$ cat src/rtl/pmc_regs.vh
`ifndef PMC_REGS_VH
`define PMC_REGS_VH

// ---------------------------------------------------------------
// register offsets
// ---------------------------------------------------------------
`define PMC_ADDR_W 4
`define PMC_OFS_CTRL 4'h0
`define PMC_OFS_MODE 4'h1
`define PMC_OFS_CLK 4'h2
`define PMC_OFS_STATUS 4'h3
`define PMC_OFS_PINSNAP 4'h4

// ---------------------------------------------------------------
// field positions and widths
// ---------------------------------------------------------------
`define PMC_TRIG_BIT 0
`define PMC_MODE_W 2
`define PMC_CLK_SRC_BIT 0
`define PMC_CLK_LS_BIT 1
`define PMC_CLK_RC_EN_BIT 2
`define PMC_CLK_XO_EN_BIT 3
`define PMC_PINS_W 8

// ---------------------------------------------------------------
// mode encodings
// ---------------------------------------------------------------
`define PMC_SEL_ACTIVE 2'h0
`define PMC_SEL_SHALLOW 2'h1
`define PMC_SEL_DEEP 2'h2
`define PMC_SEL_OFF 2'h3

// ---------------------------------------------------------------
// reset values
// ---------------------------------------------------------------
`define PMC_RST_MODE 2'h0
`define PMC_RST_CLK 4'h3

// ---------------------------------------------------------------
// timing
// ---------------------------------------------------------------
`define PMC_CLK_MHZ 50
`define PMC_PWRDN_NS 100
`define PMC_PWRDN_CYC ((`PMC_PWRDN_NS * `PMC_CLK_MHZ + 999) / 1000)
`define PMC_CNT_W 4

`endif
$ cat src/rtl/pmc_ctrl.v
// Local design decisions: the strobed register port and the address map.
`timescale 1ns/1ps
`default_nettype none
`include "pmc_regs.vh"

module pmc_ctrl (
    // clock and reset
    input wire clk,
    input wire arst_n,
    // register port
    input wire [3:0] reg_addr,
    input wire [7:0] reg_wdata,
    input wire reg_wr,
    input wire reg_rd,
    output reg [7:0] reg_rdata,
    // wake and interrupt sources
    input wire pin_irq,
    input wire timer_irq,
    input wire other_irq,
    input wire por_event,
    // oscillator status
    input wire fast_crystal_stable,
    input wire fast_rc_stable,
    // pin state
    input wire [7:0] pin_dir_in,
    input wire [7:0] pin_val_in,
    output wire [7:0] pin_dir_out,
    output wire [7:0] pin_val_out,
    // power and clock controls, restart pulse and forwarded interrupts
    output reg core_regulator_on,
    output reg fast_rc_osc_on,
    output reg fast_crystal_osc_on,
    output reg low_power_rc_osc_on,
    output reg low_speed_crystal_on,
    output reg sleep_timer_on,
    output reg cpu_clock_gate,
    output reg periph_clock_gate,
    output reg sys_clk_from_crystal,
    output reg program_restart,
    output wire pin_irq_fwd,
    output wire timer_irq_fwd
);
    // ---------------------------------------------------------------
    // states
    // ---------------------------------------------------------------
    localparam ST_ACTIVE = 3'd0;
    localparam ST_IDLE = 3'd1;
    localparam ST_PWRDN = 3'd2;
    localparam ST_SHALLOW = 3'd3;
    localparam ST_DEEP = 3'd4;
    localparam ST_OFF = 3'd5;
    localparam ST_WAKE = 3'd6;

    reg [2:0] state_reg;
    reg [2:0] state_next;
    reg [1:0] mode_sel_reg;
    reg [1:0] target_reg;
    reg [3:0] clk_cfg_reg;
    reg [1:0] osc_snap_reg;
    reg [`PMC_CNT_W-1:0] cnt_reg;
    reg restart_pend_reg;

    // rounded up so the power-down sequence never runs short
    wire [31:0] pwrdn_cyc_full = `PMC_PWRDN_CYC;
    wire [`PMC_CNT_W-1:0] pwrdn_cyc = pwrdn_cyc_full[`PMC_CNT_W-1:0];
    wire wr_ctrl = reg_wr && (reg_addr == `PMC_OFS_CTRL);
    wire wr_mode = reg_wr && (reg_addr == `PMC_OFS_MODE);
    wire wr_clk = reg_wr && (reg_addr == `PMC_OFS_CLK);
    wire trig = wr_ctrl && reg_wdata[`PMC_TRIG_BIT];
    wire sleeping = (state_reg == ST_SHALLOW) || (state_reg == ST_DEEP) ||
        (state_reg == ST_OFF);
    wire in_pwr = sleeping || (state_reg == ST_PWRDN);

    // ---------------------------------------------------------------
    // interrupt gating
    // ---------------------------------------------------------------
    // nonzero select blocks the pin and timer interrupts until hardware or a mode register write clears it
    assign pin_irq_fwd = pin_irq && (mode_sel_reg == `PMC_SEL_ACTIVE);
    assign timer_irq_fwd = timer_irq && (mode_sel_reg == `PMC_SEL_ACTIVE) &&
        (state_reg != ST_OFF);
    wire any_irq = pin_irq_fwd || timer_irq_fwd || other_irq;
    wire wake_ev = pin_irq_fwd || ((state_reg != ST_OFF) && timer_irq_fwd);

    // ---------------------------------------------------------------
    // next state
    // ---------------------------------------------------------------
    always @* begin
        state_next = state_reg;
        case (state_reg)
            ST_ACTIVE: begin
                if (trig) begin
                    if (mode_sel_reg == `PMC_SEL_ACTIVE) begin
                        state_next = ST_IDLE;
                    end else begin
                        state_next = ST_PWRDN;
                    end
                end
            end
            ST_IDLE: begin
                if (any_irq) begin
                    state_next = ST_ACTIVE;
                end
            end
            ST_PWRDN: begin
                if (any_irq) begin
                    state_next = ST_WAKE;
                end else if (cnt_reg == {`PMC_CNT_W{1'b0}}) begin
                    case (target_reg)
                        `PMC_SEL_SHALLOW: state_next = ST_SHALLOW;
                        `PMC_SEL_DEEP: state_next = ST_DEEP;
                        default: state_next = ST_OFF;
                    endcase
                end
            end
            ST_SHALLOW, ST_DEEP, ST_OFF: begin
                if (wake_ev) begin
                    state_next = ST_WAKE;
                end
            end
            ST_WAKE: begin
                if (fast_rc_stable || !osc_snap_reg[0]) begin
                    state_next = ST_ACTIVE;
                end
            end
            default: state_next = ST_ACTIVE;
        endcase
    end

    // ---------------------------------------------------------------
    // state and registers
    // ---------------------------------------------------------------
    always @(posedge clk or negedge arst_n) begin
        if (!arst_n) begin
            state_reg <= ST_ACTIVE;
            restart_pend_reg <= 1'b1;
        end else if (por_event) begin
            // power-on from any mode: active, program restarts
            state_reg <= ST_ACTIVE;
            restart_pend_reg <= 1'b1;
        end else begin
            state_reg <= state_next;
            restart_pend_reg <= 1'b0;
        end
    end

    // ---------------------------------------------------------------
    // select field and clock configuration
    // ---------------------------------------------------------------
    // hardware clears take priority: they mark the real entry or a wake
    always @(posedge clk or negedge arst_n) begin
        if (!arst_n) begin
            mode_sel_reg <= `PMC_RST_MODE;
            clk_cfg_reg <= `PMC_RST_CLK;
        end else begin
            if (wr_clk && !por_event) begin
                clk_cfg_reg <= reg_wdata[3:0];
            end
            if (por_event) begin
                mode_sel_reg <= `PMC_SEL_ACTIVE;
            end else if ((state_reg == ST_PWRDN) && (state_next != ST_PWRDN)) begin
                mode_sel_reg <= `PMC_SEL_ACTIVE;
            end else if (in_pwr && wake_ev) begin
                mode_sel_reg <= `PMC_SEL_ACTIVE;
            end else if (wr_mode) begin
                mode_sel_reg <= reg_wdata[`PMC_MODE_W-1:0];
            end
        end
    end

    // ---------------------------------------------------------------
    // power-down timer and entry snapshot
    // ---------------------------------------------------------------
    // snapshot at entry: wake restores what ran, not what is configured
    always @(posedge clk or negedge arst_n) begin
        if (!arst_n) begin
            target_reg <= `PMC_SEL_ACTIVE;
            osc_snap_reg <= 2'h1;
            cnt_reg <= {`PMC_CNT_W{1'b0}};
        end else if (!por_event) begin
            if ((state_reg == ST_ACTIVE) && (state_next == ST_PWRDN)) begin
                target_reg <= mode_sel_reg;
                osc_snap_reg <= {fast_crystal_osc_on, fast_rc_osc_on};
                cnt_reg <= pwrdn_cyc;
            end else if ((state_reg == ST_PWRDN) && (cnt_reg != {`PMC_CNT_W{1'b0}})) begin
                cnt_reg <= cnt_reg - 1'b1;
            end
        end
    end

    // ---------------------------------------------------------------
    // power and clock outputs
    // ---------------------------------------------------------------
    // source select must keep a fast oscillator alive in active mode
    wire cfg_rc = clk_cfg_reg[`PMC_CLK_RC_EN_BIT] || clk_cfg_reg[`PMC_CLK_SRC_BIT];
    wire cfg_xo = clk_cfg_reg[`PMC_CLK_XO_EN_BIT] || !clk_cfg_reg[`PMC_CLK_SRC_BIT];
    wire ls_rc = clk_cfg_reg[`PMC_CLK_LS_BIT];

    always @(posedge clk or negedge arst_n) begin
        if (!arst_n) begin
            core_regulator_on <= 1'b1;
            fast_rc_osc_on <= 1'b1;
            fast_crystal_osc_on <= 1'b0;
            low_power_rc_osc_on <= 1'b1;
            low_speed_crystal_on <= 1'b0;
            sleep_timer_on <= 1'b1;
            cpu_clock_gate <= 1'b0;
            periph_clock_gate <= 1'b0;
            sys_clk_from_crystal <= 1'b0;
            program_restart <= 1'b0;
        end else begin
            program_restart <= restart_pend_reg;
            // regulator drops only in deep and deepest modes
            core_regulator_on <= !((state_next == ST_DEEP) ||
                (state_next == ST_OFF));
            case (state_next)
                ST_SHALLOW, ST_DEEP, ST_OFF: begin
                    fast_rc_osc_on <= 1'b0;
                    fast_crystal_osc_on <= 1'b0;
                end
                ST_WAKE: begin
                    fast_rc_osc_on <= osc_snap_reg[0] || osc_snap_reg[1];
                    fast_crystal_osc_on <= osc_snap_reg[1];
                end
                default: begin
                    fast_rc_osc_on <= cfg_rc ||
                        (!clk_cfg_reg[`PMC_CLK_SRC_BIT] && !fast_crystal_stable);
                    fast_crystal_osc_on <= cfg_xo;
                end
            endcase
            // exactly one low-speed source, none in deepest off
            low_power_rc_osc_on <= ls_rc && (state_next != ST_OFF);
            low_speed_crystal_on <= !ls_rc && (state_next != ST_OFF);
            sleep_timer_on <= (state_next != ST_OFF);
            cpu_clock_gate <= (state_next != ST_ACTIVE);
            periph_clock_gate <= (state_next != ST_ACTIVE) && (state_next != ST_IDLE);
            // stay on fast rc until crystal reports stable
            sys_clk_from_crystal <= !clk_cfg_reg[`PMC_CLK_SRC_BIT] && fast_crystal_stable &&
                (state_next == ST_ACTIVE || state_next == ST_IDLE);
        end
    end

    // ---------------------------------------------------------------
    // pin hold
    // ---------------------------------------------------------------
    pmc_pin_hold u_pin_hold (
        .clk(clk),
        .arst_n(arst_n),
        .hold(in_pwr),
        .dir_in(pin_dir_in),
        .val_in(pin_val_in),
        .dir_out(pin_dir_out),
        .val_out(pin_val_out)
    );

    // ---------------------------------------------------------------
    // read port
    // ---------------------------------------------------------------
    always @(posedge clk or negedge arst_n) begin
        if (!arst_n) begin
            reg_rdata <= 8'h00;
        end else if (reg_rd) begin
            case (reg_addr)
                `PMC_OFS_CTRL: reg_rdata <= 8'h00;
                `PMC_OFS_MODE: reg_rdata <= {6'h00, mode_sel_reg};
                `PMC_OFS_CLK: reg_rdata <= {4'h0, clk_cfg_reg};
                `PMC_OFS_STATUS: reg_rdata <= {fast_crystal_stable, fast_rc_stable,
                    sys_clk_from_crystal, 2'h0, state_reg};
                `PMC_OFS_PINSNAP: reg_rdata <= pin_val_out;
                default: reg_rdata <= 8'h00;
            endcase
        end else begin
            reg_rdata <= 8'h00;
        end
    end
endmodule // pmc_ctrl

`default_nettype wire

$ cat src/rtl/pmc_pin_hold.v
`timescale 1ns/1ps
`default_nettype none

// ---------------------------------------------------------------
// pin state latch, one flop pair per pin
// ---------------------------------------------------------------
module pmc_pin_hold (
    // clock and reset
    input wire clk,
    input wire arst_n,
    // control
    input wire hold,
    // live pin state from ports
    input wire [7:0] dir_in,
    input wire [7:0] val_in,
    // pin state to pads
    output wire [7:0] dir_out,
    output wire [7:0] val_out
);
    genvar i;
    generate
        for (i = 0; i < 8; i = i + 1) begin : g_pin
            reg dir_reg;
            reg val_reg;
            // capture while not holding, freeze while holding
            always @(posedge clk or negedge arst_n) begin
                if (!arst_n) begin
                    dir_reg <= 1'b0;
                    val_reg <= 1'b0;
                end else if (!hold) begin
                    dir_reg <= dir_in[i];
                    val_reg <= val_in[i];
                end
            end
            assign dir_out[i] = hold ? dir_reg : dir_in[i];
            assign val_out[i] = hold ? val_reg : val_in[i];
        end
    endgenerate
endmodule // pmc_pin_hold

`default_nettype wire

$ cat config.mk
export PLATFORM = sky130hd
export DESIGN_NAME = pmc_ctrl
export DESIGN_NICKNAME = d
export VERILOG_FILES = /design/src/rtl/pmc_ctrl.v /design/src/rtl/pmc_pin_hold.v
export VERILOG_INCLUDE_DIRS = /design/src /design/src/rtl
export SDC_FILE = /design/constraint.sdc
export NUM_CORES = 1
export LEC_CHECK = 0
export ABC_AREA = 1
export BUFFER_PORTS_ARGS = -buffer_cell sky130_fd_sc_hd__buf_2
export CAP_MARGIN = 40
export CORE_MARGIN = 5
export CORE_UTILIZATION = 50
export DETAILED_ROUTE_END_ITERATION = 16
export GPL_TIMING_DRIVEN = 0
export PLACE_DENSITY = 0.78
export SYNTH_ARGS = -nofsm -noshare
export SYNTH_HDL_FRONTEND = slang
export SYNTH_SLANG_ARGS = --single-unit
$ cat constraint.sdc
create_clock -name clk -period 2.1 [get_ports clk]
set_input_delay 0.105 -clock clk [delete_from_list [all_inputs] [get_ports clk]]
set_output_delay 0.105 -clock clk [all_outputs]
set_load 0.02 [all_outputs]
== Word level (Yosys, flattened, before mapping) ==
Cells that the tools add are included.

* Add/subtract/negate cells: 1
* Bitwise logic cells: 1
* Mux-type cells: 37
* Reductions and logical operators: 51
* Equality and inequality tests: 22

{| class="wikitable"
|+ Operators by type and width
! cell !! number
|-
| case mux 8 bit (4 select lines) || 1
|-
| two-way mux 3 bit || 7
|-
| logical AND 1 bit || 19
|-
| == test 3 bit (second input constant) || 6
|-
| two-way mux 1 bit || 17
|-
| case mux 3 bit (5 select lines) || 1
|-
| logical OR 1 bit || 13
|-
| == test 3 x 2 -> 1 bit (second input constant) || 4
|-
| two-way mux 2 bit || 5
|-
| == test 4 x 2 -> 1 bit (second input constant) || 2
|-
| zero test 4 bit || 2
|-
| two-way mux 4 bit || 2
|-
| two-way mux 8 bit || 1
|-
| nonzero test 4 bit || 2
|-
| == test 3 x 1 -> 1 bit (second input constant) || 2
|-
| zero test 1 bit || 6
|-
| zero test 3 bit || 2
|-
| inequality test 3 bit (second input constant) || 2
|-
| case mux 3 bit (2 select lines) || 1
|-
| OR reduction 3 bit || 2
|-
| == test 4 x 1 -> 1 bit (second input constant) || 1
|-
| == test 4 x 3 -> 1 bit (second input constant) || 1
|-
| case mux 1 bit (2 select lines) || 2
|-
| AND reduction 2 bit || 2
|-
| 9 further kinds || 9
|}

* Input bits: 38
* Output and inout bits: 36
* Word-level logic and storage cells: 146
* Register bits after elaboration: 52

== Depth between registers and ports, before layout ==
* Depth in word-level cells: 11
* Mapped depth: 13
* Mapped depth without buffers: 13

== Modules after synthesis ==
Synthesis repeated with hierarchy kept, for this count alone.

* Cells, all modules: 285
* Area, all modules: 2492.4 um2

{| class="wikitable"
|+ By module, submodules not included
! module !! sequential area each (um2) !! area each (um2) !! cells an instance !! instances
|-
| pmc_ctrl || 910.9 || 1848.0 || 217 || 1
|-
| pmc_pin_hold || 400.4 || 644.4 || 68 || 1
|}

== Worst setup path before layout ==
Ideal clock, no wire load.

* Path type: register to register
* Start point: register state_reg[2]
* End point: register u_pin_hold.g_pin[4].val_reg
* Data required time: 1.942 ns
* Data arrival time: 1.370 ns
* Stages on the path, launching flop included: 9
* Period minus slack after synthesis: 1.528 ns
* Path buffers: 2
* Slack: 0.572 ns
* Library setup time: 0.158 ns
* Cell sequence: dfrtp_1 buf_6 nand2_1 inv_2 nor2_4 inv_4 buf_2 o21ai_0 inv_1

* Word-level cells in the longest chain between the ends: 5
* Elaborated cells on any way between the ends: 8
* Classes of those cells: 4 x eq/ne; 1 x mux; 3 x reduce/logical

{| class="wikitable"
|+ RTL lines
! item !! RTL line !! source
|-
| from (decl) || pmc_ctrl.v:54 || <nowiki>reg [2:0] state_reg;</nowiki>
|-
| from (signal assigned) || pmc_ctrl.v:141 || <nowiki>state_reg <= state_next;</nowiki>
|-
| == test 3 x 2 -> 1 bit / == test 3 bit (equally long branches) || pmc_ctrl.v:70 || <nowiki>wire sleeping = (state_reg == ST_SHALLOW) || (state_reg == ST_DEEP) ||</nowiki>
|-
| logical OR 1 bit (2 in series) || pmc_ctrl.v:70 ||
|-
| logical OR 1 bit * || pmc_ctrl.v:72 || <nowiki>wire in_pwr = sleeping || (state_reg == ST_PWRDN);</nowiki>
|-
| two-way mux 1 bit * || - ||
|-
| via pin_val_out[4] || pmc_ctrl.v:28 || <nowiki>output wire [7:0] pin_val_out,</nowiki>
|-
| to (signal assigned) || pmc_pin_hold.v:32 || <nowiki>val_reg <= val_in[i];</nowiki>
|-
| to (decl) || pmc_pin_hold.v:24 || <nowiki>reg val_reg;</nowiki>
|}

Mark *: on every way through the listed nets, which the timed path passes. The rest lies on a longest branch.
A chain may end at the register's enable or synchronous reset.

== Worst setup path after layout ==
* Start point: register state_reg[2]
* End point: output pin_val_out[6]

* Word-level cells in the longest chain between the ends: 5
* Elaborated cells on any way between the ends: 8
* Classes of those cells: 4 x eq/ne; 1 x mux; 3 x reduce/logical

{| class="wikitable"
|+ RTL lines
! item !! RTL line
|-
| == test 3 x 2 -> 1 bit / == test 3 bit (equally long branches) || pmc_ctrl.v:70
|-
| logical OR 1 bit (2 in series) || pmc_ctrl.v:70
|-
| logical OR 1 bit * || pmc_ctrl.v:72
|-
| two-way mux 1 bit * || -
|-
| to (decl) || pmc_ctrl.v:28
|}

Every way passes the cells marked *; elsewhere a longest branch is shown, timed or not.

==> flow_summary.toml <==
[outcome]
status = "completed"

[floorplan]
die_x_um = 80.4
ios = 74
start_util_pct = 52.1
die-area_um2 = 6460
die_y_um = 80.4
core_um2 = 4750
row_count = 25

[logic_synthesis]
synth_edf_count = 0
synth.area.top_cells = "dfrtp_1, nand2_1, dfstp_2, nand3_1, inv_1"
ys_types = 32
synthFlopType = "dfrtp_1"
yosysMostFrequentCell = "nand2_1"
synthArstFlopShare_pct = 100
syn_area_per_cell_um2 = 8.68
synth_commonest_cells = "nand2_1, dfrtp_1, inv_1"
syn_nets = 325
yosysTopAreaCell = "dfrtp_1"
synthCells = 285
ys_warn_count = 0
ys_ff_latch = 52
synth_top_area_share_pct = 44.5
synth_sequential_area_ratio_pct = 53.0
syn-cell-area_um2 = 2470

[global_routing]
gr-usage-met3_pct = 3.36
grt_pass1_wl_um = 9600
grt_pass1_vias = 2065
grt_max_degree = 30
gr-usage-met1_pct = 25.0
busiest_layer = "met2"
grt-ovfl-total = 0
track_usage_pct = 19.4
grtUsageMet2_pct = 33.1
antenna_found_initial = 0

[setup_path]
cp-start-kind = "flop"
reg2regPathDepth = 12
crit_family = "buffers and inverters"
r2r_slack_ns = 0.29
critPathMaxFanout = 10
cp_slowest_cell = "dfrtp_1"
worstPathRequired_ns = 2.00
critPathCaptureType = "output port"
cp_common_cell = "nand2_1"
crit_arrival_ns = 1.86
worstPathCellList = "buf_6 -> nand2_1 -> inv_2 -> nor2_4 -> buf_4 -> buf_2 -> nand2_1 -> nand2_1 -> buf_2"
crit_type = "flop to output port"
r2r_end = "fast_crystal_osc_on$_DFF_PN0_"
critical_path.n_buffers_inverters = 5
critPathMaxStageDelay_ns = 0.39
reg2reg_from = "state_reg[2]$_DFF_PN0_"

[clock_tree]
cts_root_buf = "clkbuf_8"
htreeDepth = 2
clock_sinks = 52
cts_tree = "yes"
numCtsBuffers = 5
insertion_delay_ns = 0.31
clock_path_buffers = 2
clk_pin_slew_ns = 0.09

[route]
routed_via_density = 4.85
wirelength_um = 5700
drtAntennaViolNets = 0
via_count = 2124
wl_per_cell_um = 13.0
first_pass_iters = 4
drt_iter0_drc = 154
drcViolationCount = 0

[final_layout]
nets = 410
num-fill-cells = 416
fin_util_pct = 64.9
insertedDiodeCount = 0
drive_gt1_share_pct = 34.8
syn2layout_area_growth_pct = 24.7

[min_path]
hold_path_depth = 3
holdPathEnd = "u_pin_hold.g_pin[7].dir_reg$_DFF_PN0_"
hold_class = "input port to flop"
min_from = "pin_dir_in[7]"

[sta]
slew-limit-headroom_pct = 64.5
finalHoldViolCount = 0
period_minus_slack_ns = 1.97
setup_tns_ns = 0
drv_slew = 0
period_share_pct = 93.7
setup_viol_count_final = 0
fmax_mhz = 508
clock_skew_ns = 0.00824
worstMarginPinSlew_ns = 0.532
rsz0062_at_grt = "no"

[pwr]
p_leak_uw = 0.00163
clkPwrFrac_pct = 29.2
max-vdd-ir-drop_mv = 0.356
swShare_pct = 27.3
power_density_nw_per_um2 = 626
p_int_uw = 1400
combPwrFrac_pct = 14.4
seq_power_share_pct = 56.4
switching_power_uw = 527

[placed_design]
dp_hpwl_um = 4430
place_congestion = 0.870
portBuffers = 69

[flow_run]
cap_violations = 0
layout make-up:
type                            count  area [µm²]  area share [%]
Buffer                              3        21.3           0.689
Clock buffer                        5        68.8            2.23
Clock inverter                      3        21.3           0.689
Inverter                           32         123            3.97
Multi-Input combinational cell    198        1020            33.0
Sequential cell                    52        1310            42.5
Tap cell                           67        83.8            2.72
Timing Repair Buffer               78         438            14.2
cell families (layout without fill, tap and decap cells):
family / Yosys count / count (layout) / share of synthesized area, %
AO/OA/AOI/OAI: 24 / 24 / 5.61
buffers and inverters: 35 / 121 / 5.81
multiplexers: 3 / 3 / 1.36
adder cells (fa/ha/maj): 2 / 2 / 1.01
flip-flops: 52 / 52 / 53.0
XOR/XNOR: 1 / 1 / 0.354
AND/OR/NAND/NOR: 168 / 168 / 32.9
worst max-delay path by stage:
| stage | slack (ns) | to | start | cells after the start |
|---|---|---|---|---|
| after global routing | 0.003 | pin_val_out[4] | state_reg[2]$_DFF_PN0_ | 8 |
| after CTS | 0.07 | pin_val_out[4] | state_reg[2]$_DFF_PN0_ | 9 |
| after floorplan | 0.57 | u_pin_hold.g_pin[4].val_reg$_DFF_PN0_ | state_reg[2]$_DFF_PN0_ | 8 |
| after detailed placement | 0.26 | pin_val_out[4] | state_reg[2]$_DFF_PN0_ | 9 |
| final | 0.13 | pin_val_out[6] | state_reg[2]$_DFF_PN0_ | 9 |
| after global placement | 0.30 | pin_val_out[4] | state_reg[2]$_DFF_PN0_ | 9 |
layout by cell type (no fill, tap or decap), drive strengths merged:
| cell | Yosys | final |
|---|---|---|
| clkinvlp | 0 | 1 |
| o22ai | 2 | 2 |
| mux2 | 3 | 3 |
| dlygate4sd3 | 0 | 5 |
| inv | 32 | 33 |
| or2 | 3 | 3 |
| a221oi | 2 | 2 |
| a31oi | 1 | 1 |
| buf | 3 | 76 |
| nand3 | 24 | 24 |
| nand2 | 98 | 98 |
| dfstp | 8 | 8 |
| nand3b | 1 | 1 |
| ha | 2 | 2 |
| o21ai | 8 | 8 |
| clkinv | 0 | 1 |
| nand4 | 4 | 4 |
| nor3 | 3 | 3 |
| a21oi | 11 | 11 |
| nor2 | 35 | 35 |
| dfrtp | 44 | 44 |
| clkbuf | 0 | 5 |
| xor2 | 1 | 1 |
metal layers:
layer	routed length (µm)	share of wire, %	vias to the layer above
li1	-	-	1072
met1	2490	44	991
met2	2850	50	54
met3	279	4.9	7
met4	83	1.5	0
met5	0	0	-
tightest hold or removal path: stages:
cell and delay, ns:
buf_2 0.07, nand2_1 0.05, nand2_1 0.06
timing repair:
| item | CTS | global route |
|---|---|---|
| gates resized for setup | 0 | 1 |
| hold endpoints to repair | 23 | 1 |
| pin swaps | 1 | 0 |
| hold buffers | 4 | 1 |
| setup endpoints to repair | 1 | 1 |
| buffers inserted | 3 | 0 |
through the flow:
step | area (µm²) | hold WS [ns] | total power, µW | std cells | worst slack (ns)
3_3_place_gp | 2900 | 0.271 | 1370 | 421 | 0.300
6_report | 3090 | 0.0129 | 1930 | 438 | 0.132
3_5_place_dp | 2920 | 0.115 | 1380 | 422 | 0.262
2_1_floorplan | 2470 | -0.191 | 1260 | 285 | 0.572
5_1_grt | 3090 | 0.0113 | 2040 | 438 | 0.00327
4_1_cts | 3080 | 0.00357 | 1950 | 437 | 0.0693
power groups by stage:
stage	registers, µW	clock network [µW]	logic [µW]
3_5_place_dp	1110	0	273
6_report	1090	565	277
3_3_place_gp	1110	0	262
2_1_floorplan	1130	0	126
4_1_cts	1090	585	280
5_1_grt	1100	631	309
No activity file was read; power rests on OpenSTA's default activity.
